`src/spd_cfg.svh`:
```
`ifndef SPD_CFG_SVH
`define SPD_CFG_SVH
// Notes on behaviour
// - eight strap pins each give a four-bit code, thirty-two configuration bits in all.
// - pin 7 bit 2 presets the speed downshift enable, one meaning downshift allowed.
// - pin 7 bits 1:0 pick the speed and duplex advertisement set of four choices.
// - pin 6 bit 3 presets mac-side autoneg and bit 2 the link-down power save, one enables.
// - pin 6 bits 1 and 0 preset asymmetric and symmetric pause advertisement.
// - bit 3 of pins 5, 4, 3 form the three-bit media interface select, code 100 reserved.
// - pass-through fiber modes skip fiber autoneg while 1000base-x modes run it in the phy.
// - pin 5 bits 2, 1, 0 give signal detect polarity, reference clock speed, clock output.
// - pin 4 bit 2 picks fiber/copper indicator combine and bits 1:0 the blink rate.
// - pins 3 to 0 bit 2 pick combine or separate and bits 1:0 the indicator function.
// - pin 2 bit 3 selects address reversal, pins 1 and 0 bit 3 give address bits 4 and 3.
// - without reversal port n takes address n, with reversal port n takes address 7-n.
// - the two strapped bits are the top two bits of each port's five-bit address.

// ------------------------------------------------------------
// strap layout
// ------------------------------------------------------------
`define SPD_NUM_PINS      8
`define SPD_CODE_W        4
`define SPD_NUM_PORTS     8
`define SPD_ADDR_W        5
`define SPD_BIT_HI        3
`define SPD_BIT_MID       2
`define SPD_BIT_ONE       1
`define SPD_BIT_ZERO      0
`define SPD_PIN_SPEED     7
`define SPD_PIN_MAC       6
`define SPD_PIN_MEDIA2    5
`define SPD_PIN_MEDIA1    4
`define SPD_PIN_MEDIA0    3
`define SPD_PIN_REV       2
`define SPD_PIN_ADDR4     1
`define SPD_PIN_ADDR3     0
`define SPD_PORT_MAX      3'h7
`define SPD_NUM_IND       4

// ------------------------------------------------------------
// media codes and advertisement
// ------------------------------------------------------------
`define SPD_MEDIA_PASS    3'h1
`define SPD_MEDIA_1000X   3'h2
`define SPD_MEDIA_RSVD    3'h4
`define SPD_MEDIA_AS_PASS 3'h5
`define SPD_MEDIA_AS_1000 3'h6
`define SPD_MEDIA_COPPER  3'h0
`define SPD_MEDIA_100X    3'h3
`define SPD_MEDIA_AS_100  3'h7
`define SPD_SD_ALL        2'h0
`define SPD_SD_FDX_HALF   2'h1
`define SPD_SD_GIG_FDX    2'h2
`define SPD_SD_10_100     2'h3
// adv bits {10hdx,10fdx,100hdx,100fdx}; reg4 bits 8:5 order is 100fdx,100hdx,10fdx,10hdx
`define SPD_ADV_ALL       4'hf
`define SPD_ADV_NONE      4'h0
`define SPD_SETTLE_CNT    2'h3
`endif

```
`src/spd_pkg.sv`:
```
package spd_pkg;
    typedef enum logic [1:0] {SPD_IDLE, SPD_SETTLE, SPD_LOADED} spd_state_t;

    typedef struct packed {
        logic       downshift_en;
        logic [3:0] adv_base_t;
        logic [1:0] adv_gig;
        logic       adv_asym_pause;
        logic       adv_sym_pause;
        logic       mac_aneg_en;
        logic       link_down_power_save;
        logic [2:0] media_sel;
        logic       media_rsvd;
        logic       fiber_aneg_en;
        logic       signal_detect_input_pol;
        logic       ref_clk_fast;
        logic       clock_output_en;
        logic       led_combine_dis;
        logic [1:0] led_blink_rate;
        logic [3:0] indicator_sep;
        logic [7:0] indicator_func;
        logic       addr_reverse;
        logic [1:0] addr_hi;
    } spd_settings_t;
endpackage : spd_pkg

```
`src/spd_sync.sv`:
```
`timescale 1ns/10ps
`include "spd_cfg.svh"
module spd_sync (
    input  wire logic                    sys_clk,
    input  wire logic                    rst_b,
    input  wire logic                    clk_en,
    input  wire logic [`SPD_CODE_W-1:0]  pin_code,
    output logic      [`SPD_CODE_W-1:0]  code,
    output logic                         stable
);
    logic [`SPD_CODE_W-1:0] s1;
    logic [`SPD_CODE_W-1:0] s2;
    logic [`SPD_CODE_W-1:0] s3;
    logic [`SPD_CODE_W-1:0] next_code;

    // --------------------------------------------------------
    // three-stage capture, accept when stages two and three agree
    // --------------------------------------------------------
    always_comb
    begin
        next_code = (s2 == s3) ? s3 : code;
    end

    always_ff @(posedge sys_clk or negedge rst_b)
    begin
        if (!rst_b)
        begin
            s1   <= 4'h0;
            s2   <= 4'h0;
            s3   <= 4'h0;
            code <= 4'h0;
        end
        else if (clk_en)
        begin
            s1   <= pin_code;
            s2   <= s1;
            s3   <= s2;
            code <= next_code;
        end
    end

    // code must have caught up with the agreeing stages, or a late pin edge latches a stale code
    assign stable = (s2 == s3) && (code == s3);
endmodule : spd_sync

```
`src/spd_strap_decode.sv`:
```
`timescale 1ns/10ps
`include "spd_cfg.svh"
module spd_strap_decode (
    input  wire logic                                   sys_clk,
    input  wire logic                                   rst_b,
    input  wire logic                                   clk_en,
    input  wire logic [`SPD_NUM_PINS*`SPD_CODE_W-1:0]   strap_config_pin,
    output spd_pkg::spd_settings_t                      settings,
    output logic [`SPD_NUM_PORTS*`SPD_ADDR_W-1:0]       port_addr,
    output logic                                        preset_load,
    output logic                                        settings_valid
);
    logic [`SPD_NUM_PINS*`SPD_CODE_W-1:0] code_all;
    logic [`SPD_NUM_PINS-1:0]             stable_all;
    logic [`SPD_CODE_W-1:0]               cp [`SPD_NUM_PINS];
    spd_pkg::spd_state_t                  state;
    spd_pkg::spd_state_t                  next_state;
    logic [1:0]                           settle;
    logic [1:0]                           next_settle;
    spd_pkg::spd_settings_t               dec;
    spd_pkg::spd_settings_t               next_settings;
    logic [`SPD_NUM_PORTS*`SPD_ADDR_W-1:0] dec_addr;
    logic [`SPD_NUM_PORTS*`SPD_ADDR_W-1:0] next_port_addr;
    logic                                  next_load;
    logic [`SPD_NUM_IND-1:0]               ind_sep;
    logic [2*`SPD_NUM_IND-1:0]             ind_func;

    // --------------------------------------------------------
    // per-pin capture
    // --------------------------------------------------------
    genvar g;
    generate
        for (g = 0; g < `SPD_NUM_PINS; g = g + 1)
        begin : g_pin
            spd_sync u_sync (
                .sys_clk  (sys_clk),
                .rst_b    (rst_b),
                .clk_en   (clk_en),
                .pin_code (strap_config_pin[g*`SPD_CODE_W +: `SPD_CODE_W]),
                .code     (code_all[g*`SPD_CODE_W +: `SPD_CODE_W]),
                .stable   (stable_all[g])
            );
            assign cp[g] = code_all[g*`SPD_CODE_W +: `SPD_CODE_W];
        end
    endgenerate

    // --------------------------------------------------------
    // per-indicator fields
    // --------------------------------------------------------
    generate
        for (g = 0; g < `SPD_NUM_IND; g = g + 1)
        begin : g_ind
            assign ind_sep[g]         = cp[g][`SPD_BIT_MID];
            assign ind_func[g*2 +: 2] = cp[g][1:0];
        end
    endgenerate

    // --------------------------------------------------------
    // field decode
    // --------------------------------------------------------
    always_comb
    begin
        dec = '0;
        dec.downshift_en = cp[`SPD_PIN_SPEED][`SPD_BIT_MID];
        unique case (cp[`SPD_PIN_SPEED][1:0])
            `SPD_SD_ALL:
            begin
                dec.adv_base_t = `SPD_ADV_ALL;
                dec.adv_gig    = 2'h3;
            end
            `SPD_SD_FDX_HALF:
            begin
                dec.adv_base_t = `SPD_ADV_ALL;
                dec.adv_gig    = 2'h2;
            end
            `SPD_SD_GIG_FDX:
            begin
                dec.adv_base_t = `SPD_ADV_NONE;
                dec.adv_gig    = 2'h2;
            end
            `SPD_SD_10_100:
            begin
                dec.adv_base_t = `SPD_ADV_ALL;
                dec.adv_gig    = 2'h0;
            end
        endcase

        dec.mac_aneg_en          = cp[`SPD_PIN_MAC][`SPD_BIT_HI];
        dec.link_down_power_save = cp[`SPD_PIN_MAC][`SPD_BIT_MID];
        dec.adv_asym_pause = cp[`SPD_PIN_MAC][`SPD_BIT_ONE];
        dec.adv_sym_pause  = cp[`SPD_PIN_MAC][`SPD_BIT_ZERO];
        dec.media_sel  = {cp[`SPD_PIN_MEDIA2][`SPD_BIT_HI], cp[`SPD_PIN_MEDIA1][`SPD_BIT_HI],
                          cp[`SPD_PIN_MEDIA0][`SPD_BIT_HI]};

        unique case (dec.media_sel)
            `SPD_MEDIA_COPPER,
            `SPD_MEDIA_PASS,
            `SPD_MEDIA_100X,
            `SPD_MEDIA_AS_PASS,
            `SPD_MEDIA_AS_100:
            begin
                // pass-through leaves negotiation to the module beyond the serdes
                dec.fiber_aneg_en = 1'b0;
                dec.media_rsvd    = 1'b0;
            end
            `SPD_MEDIA_1000X,
            `SPD_MEDIA_AS_1000:
            begin
                dec.fiber_aneg_en = 1'b1;
                dec.media_rsvd    = 1'b0;
            end
            `SPD_MEDIA_RSVD:
            begin
                // reserved code is flagged, not remapped, so the consumer decides
                dec.fiber_aneg_en = 1'b0;
                dec.media_rsvd    = 1'b1;
            end
        endcase

        // signal detect, clock speed, clock output
        dec.signal_detect_input_pol = cp[`SPD_PIN_MEDIA2][`SPD_BIT_MID];
        dec.ref_clk_fast            = cp[`SPD_PIN_MEDIA2][`SPD_BIT_ONE];
        dec.clock_output_en         = cp[`SPD_PIN_MEDIA2][`SPD_BIT_ZERO];
        dec.led_combine_dis = cp[`SPD_PIN_MEDIA1][`SPD_BIT_MID];
        dec.led_blink_rate  = cp[`SPD_PIN_MEDIA1][1:0];
        dec.indicator_sep  = ind_sep;
        dec.indicator_func = ind_func;

        dec.addr_reverse = cp[`SPD_PIN_REV][`SPD_BIT_HI];
        dec.addr_hi      = {cp[`SPD_PIN_ADDR4][`SPD_BIT_HI], cp[`SPD_PIN_ADDR3][`SPD_BIT_HI]};
    end

    // --------------------------------------------------------
    // per-port address
    // --------------------------------------------------------
    generate
        for (g = 0; g < `SPD_NUM_PORTS; g = g + 1)
        begin : g_port
            localparam logic [2:0] PORT_IDX = 3'(g);
            logic [2:0]            port_low;
            assign port_low = dec.addr_reverse ? (`SPD_PORT_MAX - PORT_IDX) : PORT_IDX;
            // strapped high bits shared by every port, port index gives the low three bits
            assign dec_addr[g*`SPD_ADDR_W +: `SPD_ADDR_W] = {dec.addr_hi, port_low};
        end
    endgenerate

    // --------------------------------------------------------
    // one-shot sampling after reset release
    // --------------------------------------------------------
    always_comb
    begin
        next_state     = state;
        next_settle    = settle;
        next_settings  = settings;
        next_port_addr = port_addr;
        next_load      = 1'b0;
        unique case (state)
            spd_pkg::SPD_IDLE:
            begin
                next_state = spd_pkg::SPD_SETTLE;
            end
            spd_pkg::SPD_SETTLE:
            begin
                // wait for the capture chain to fill and agree before latching
                if (settle != `SPD_SETTLE_CNT)
                begin
                    next_settle = settle + 2'h1;
                end
                else if (&stable_all)
                begin
                    next_settings  = dec;
                    next_port_addr = dec_addr;
                    next_load      = 1'b1;
                    next_state     = spd_pkg::SPD_LOADED;
                end
            end
            spd_pkg::SPD_LOADED:
            begin
                // straps are not re-read, so later pin motion has no effect
                next_state = spd_pkg::SPD_LOADED;
            end
            default:
            begin
                next_state = spd_pkg::SPD_IDLE;
            end
        endcase
    end

    always_ff @(posedge sys_clk or negedge rst_b)
    begin
        if (!rst_b)
        begin
            state       <= spd_pkg::SPD_IDLE;
            settle      <= 2'h0;
            settings    <= '0;
            port_addr   <= '0;
            preset_load <= 1'b0;
        end
        else if (clk_en)
        begin
            state       <= next_state;
            settle      <= next_settle;
            settings    <= next_settings;
            port_addr   <= next_port_addr;
            preset_load <= next_load;
        end
    end

    assign settings_valid = (state == spd_pkg::SPD_LOADED);
endmodule : spd_strap_decode

```
`config.mk`:
```
export PLATFORM = sky130hd
export DESIGN_NAME = spd_strap_decode
export DESIGN_NICKNAME = d
export VERILOG_FILES = /design/src/spd_pkg.sv /design/src/spd_sync.sv /design/src/spd_strap_decode.sv
export VERILOG_INCLUDE_DIRS = /design/src /design/src/src
export SDC_FILE = /design/constraint.sdc
export NUM_CORES = 1
export LEC_CHECK = 0
export BUFFER_PORTS_ARGS = -buffer_cell sky130_fd_sc_hd__buf_2
export CAP_MARGIN = 40
export CORE_MARGIN = 2
export CORE_UTILIZATION = 50
export DETAILED_ROUTE_END_ITERATION = 12
export PLACE_DENSITY = 0.72
export REMOVE_ABC_BUFFERS = 1
export SYNTH_ARGS = -nofsm -noshare
export SYNTH_HDL_FRONTEND = slang
export SYNTH_SLANG_ARGS = --single-unit
```
`constraint.sdc`:
```
create_clock -name sys_clk -period 3 [get_ports sys_clk]
set_clock_uncertainty 0.15 [all_clocks]
set_input_delay 0 -clock sys_clk [delete_from_list [all_inputs] [get_ports sys_clk]]
set_output_delay 0 -clock sys_clk [all_outputs]
set_load 0.01 [all_outputs]
```
==> summary.md <==
| Metric | Value |
|---|---|
| WS Path Type | register to register |
| Detailed-placement wirelength estimate | 9.45 mm |
| Endpoints failing hold | 0 |
| Number of DRC violations after detailed-routing iteration 0 | 254 |
| Slew Limit Fails | 0 |
| DP Cell Count | 766 |
| Req. time, crit path | 3.16 ns |
| Final antenna-violating net count | 0 |
| Root Buffer Master | sky130_fd_sc_hd__clkbuf_16 |
| Die area | 16000 um^2 |
| Number of antenna violations at the first check in global routing | 0 |
| Clock share of power | 33.8% |
| Switching Share | 27.8% |
| Signed area change from the synthesized netlist to the final layout | 20.7% |
| Number of detailed-route iterations in the first pass | 4 |
| Overall track demand over capacity in global routing | 18.2% |
| Initial core utilization | 51.3% |
| Type of origin of the critical path | register |
| Net switching power | 1.83 mW |
| Vias after detailed routing | 4304 |
| Post-synthesis instance area | 7490 um^2 |
| Part of the total power dissipated in sequential elements | 47.6% |
| Site row count | 44 |
| H-tree depth | 4 |
| Class of the worst hold path | input pin to async pin |
| Via-per-instance ratio | 5.14 |
| Nets | 680 |
| Placeable core region | 14600 um^2 |
| Insertion delay of the later-clocked pin in the worst-skew pair | 0.43 ns |
| Achievable Freq | 351 MHz |
| Met2 wire len | 6.95 mm |
| Final worst-path cycle share | 95.0% |
| CP arrival | 3.01 ns |
| Number of buffers inserted by port buffering | 113 |
| Sinks on Clock Net | 168 |
| Mean instance size in the synthesized netlist | 14.5 um^2 |
| Slew HR | 49.3% |
| Top layer reached by signal wires | met4 |
| I/O pin total | 114 |
| Setup repair after global routing missed its margin | false |
| Gate count after technology mapping | 516 |
| Sequential-to-total area share from yosys stat | 56.1% |
| Routed wl met3 | 436 um |
| Floorplan die width | 126 um |
| Syn. warnings | 0 |
| Total internal power | 4.76 mW |
| Routed length on met1 | 6.03 mm |
| Worst-case clock buffer depth | 2 |
| Lkg Pwr | 4.26 nW |
| Outcome | complete, no violations |
| First-pass GRT wire length | 22.8 mm |
| Filler instances | 1115 |
| Drt wl/cell | 16.3 um |
| Max-cap viol count | 0 |
| Fraction of layout cells with a size suffix above 1 | 49.4% |
| Area used by multi-input combinational logic | 2890 um^2 |
| Final critical delay including setup and external delays | 2.85 ns |
| Clock-pin slew on the worst setup and hold paths | 0.06 ns |
| Number of synthesized register bits | 168 |
| Worst-Margin Slew | 0.761 ns |
| Number of diodes | 0 |
| Die height | 126 um |
| Combined flip-flop and latch cell area | 4200 um^2 |
| Part of the power in combinational logic | 18.5% |
| WL final | 13.7 mm |
| Clock tree from TritonCTS | done |
| Total clock buffers created by CTS | 17 |
| Maximum net fanout on the critical path | 21 |
| Largest net degree at the start of global routing | 84 |
| Total power of the final layout | 6.59 mW |
| Largest voltage drop on the vdd net | 0.000493 V |
| Vias in the first global route | 4498 |
| Routability-driven placement congestion ratio | 0.773 |
| Power density over the cells | 729 nW/um^2 |
| Number of cells in the finished layout apart from fillers | 838 |
| Endpoint kind of the worst setup timing path | register |
| Residual overflow from global routing | 0 |
| Finish-stage setup viols | 0 |
| Final routed DRC violation total | 0 |
| Post-synthesis cell type count | 27 |
## final timing paths
path	start	to	slack (ns)	cells after the start
max	g_pin[6].u_sync.s3[1]	port_addr[34]	0.15	7
min	rst_b	g_pin[1].u_sync.s2[0]	0.04	2
max reg2reg	g_pin[6].u_sync.s3[1]	port_addr[34]	0.15	7
min reg2reg	settle[0]	settle[0]	0.35	1
max in group asynchronous	rst_b	settings[25]	1.72	3
min in group sys_clk	strap_config_pin[17]	g_pin[4].u_sync.s1[1]	0.18	3
## cells by family after synthesis
family                     synth area share (%)
adders and majority gates                 0.668
xor gates and xnor gates                   7.60
DFF                                        56.1
muxes                                      26.0
buffers and inverters                      5.46
AOI/OAI and AO/OA                         0.401
and+or+nand+nor                            3.68
## worst max-delay path, cell delays in order, from the launching register on
cell and delay (ns):
sky130_fd_sc_hd__dfrtp_1 0.42, sky130_fd_sc_hd__xor2_1 0.21, sky130_fd_sc_hd__nor4_2 0.48, sky130_fd_sc_hd__nand3_1 0.16, sky130_fd_sc_hd__or3_4 0.45, sky130_fd_sc_hd__nor3_4 0.28
sky130_fd_sc_hd__buf_12 0.23, sky130_fd_sc_hd__mux2_2 0.35
## layer usage
layer,GRT usage [%],vias up
li1,-,2009
met1,23.1,2178
met2,30.3,95
met3,3.88,22
met4,7.50,0
met5,0,-
## sequential cells by signal, summed over array words and instances, names as in the netlist
register / count
g_pin.u_sync.s1: 32
state: 2
settings: 32
port_addr: 3
g_pin.u_sync.s3: 32
g_pin.u_sync.code: 32
g_pin.u_sync.s2: 32
preset_load: 1
settle: 2
## metrics by stage
stage	instance area, um^2	setup TNS [ns]	util (%)	hold WS, ns	setup slack (ns)
after global routing	9040	0	61.9	0.119	0.0659
after detailed placement	8010	-0.309	54.9	-0.0438	-0.0445
after global placement	8010	0	54.9	-0.0537	0.0555
final	9040	0	61.9	0.0387	0.149
after CTS	9020	0	61.9	0.0741	0.130
after floorplan	7090	-12.94	-	-0.446	-0.438
## Yosys cell counts
library cell	instances	area (um^2)
sky130_fd_sc_hd__nor3_1	1	5.00
sky130_fd_sc_hd__or3_4	1	11.3
sky130_fd_sc_hd__buf_6	3	33.8
sky130_fd_sc_hd__xor2_1	48	420
sky130_fd_sc_hd__nand2b_1	1	6.26
sky130_fd_sc_hd__mux2_2	135	1520
sky130_fd_sc_hd__a21o_1	1	7.51
sky130_fd_sc_hd__dfrtp_1	168	4200
sky130_fd_sc_hd__ha_1	4	50.1
sky130_fd_sc_hd__nor3b_1	1	7.51
sky130_fd_sc_hd__nor3_4	1	16.3
sky130_fd_sc_hd__buf_4	42	315
sky130_fd_sc_hd__nor2_1	3	11.3
sky130_fd_sc_hd__nand2_1	14	52.6
sky130_fd_sc_hd__o21ai_0	2	10.0
sky130_fd_sc_hd__a31oi_1	2	12.5
sky130_fd_sc_hd__mux2_4	28	420
sky130_fd_sc_hd__nand4_1	7	43.8
sky130_fd_sc_hd__inv_1	4	15.0
sky130_fd_sc_hd__buf_1	2	7.51
sky130_fd_sc_hd__xnor2_1	17	149
sky130_fd_sc_hd__nor4_1	12	75.1
sky130_fd_sc_hd__mux2i_1	1	10.0
sky130_fd_sc_hd__clkbuf_1	10	37.5
sky130_fd_sc_hd__nand3_1	5	25.0
sky130_fd_sc_hd__nor2b_1	1	6.26
sky130_fd_sc_hd__or3_2	2	15.0
## final cells by class
cell class	count	area share, %
Clock inverter	11	1.62
Sequential cell	168	46.5
Tap cell	184	2.55
Multi-Input combinational cell	287	32.0
Timing Repair Buffer	163	12.0
Inverter	4	0.166
Clock buffer	21	5.09
## cells in the final DEF (no fill, tap or decap), types with 2 or more instances in the layout
master and count:
sky130_fd_sc_hd__clkinv_2 3, sky130_fd_sc_hd__buf_12 3, sky130_fd_sc_hd__o21ai_0 2, sky130_fd_sc_hd__buf_2 111
sky130_fd_sc_hd__ha_1 4, sky130_fd_sc_hd__clkinv_4 2, sky130_fd_sc_hd__inv_1 4, sky130_fd_sc_hd__clkbuf_1 2
sky130_fd_sc_hd__mux2_4 28, sky130_fd_sc_hd__bufinv_16 3, sky130_fd_sc_hd__clkbuf_8 2, sky130_fd_sc_hd__dlygate4sd3_1 40
sky130_fd_sc_hd__dfrtp_1 168, sky130_fd_sc_hd__nor4_1 9, sky130_fd_sc_hd__nand3_1 5, sky130_fd_sc_hd__nor2_1 3
sky130_fd_sc_hd__nand4_1 7, sky130_fd_sc_hd__clkinvlp_4 2, sky130_fd_sc_hd__nand2_1 14, sky130_fd_sc_hd__or3_2 2
sky130_fd_sc_hd__a31oi_1 2, sky130_fd_sc_hd__nor4_2 3, sky130_fd_sc_hd__xor2_1 48, sky130_fd_sc_hd__buf_4 8
sky130_fd_sc_hd__mux2_2 135, sky130_fd_sc_hd__xnor2_1 17, sky130_fd_sc_hd__clkbuf_16 17
## power groups by stage
stage | Clock (mW) | Sequential (mW) | Combinational [mW]
4_1_cts | 2.28 | 3.14 | 1.23
5_1_grt | 2.37 | 3.21 | 1.35
3_5_place_dp | 0 | 3.18 | 1.17
2_1_floorplan | 0 | 3.05 | 0.865
6_report | 2.23 | 3.14 | 1.22
3_3_place_gp | 0 | 3.15 | 1.12
## timing repair
item	in CTS	in global routing
hold buffers	40	0
endpoints found under the hold margin	117	0
buffers inserted	0	0
resized for setup	1	2
setup endpoints to repair	22	15
pin swaps	0	0
(Power assumes the default switching activity.)
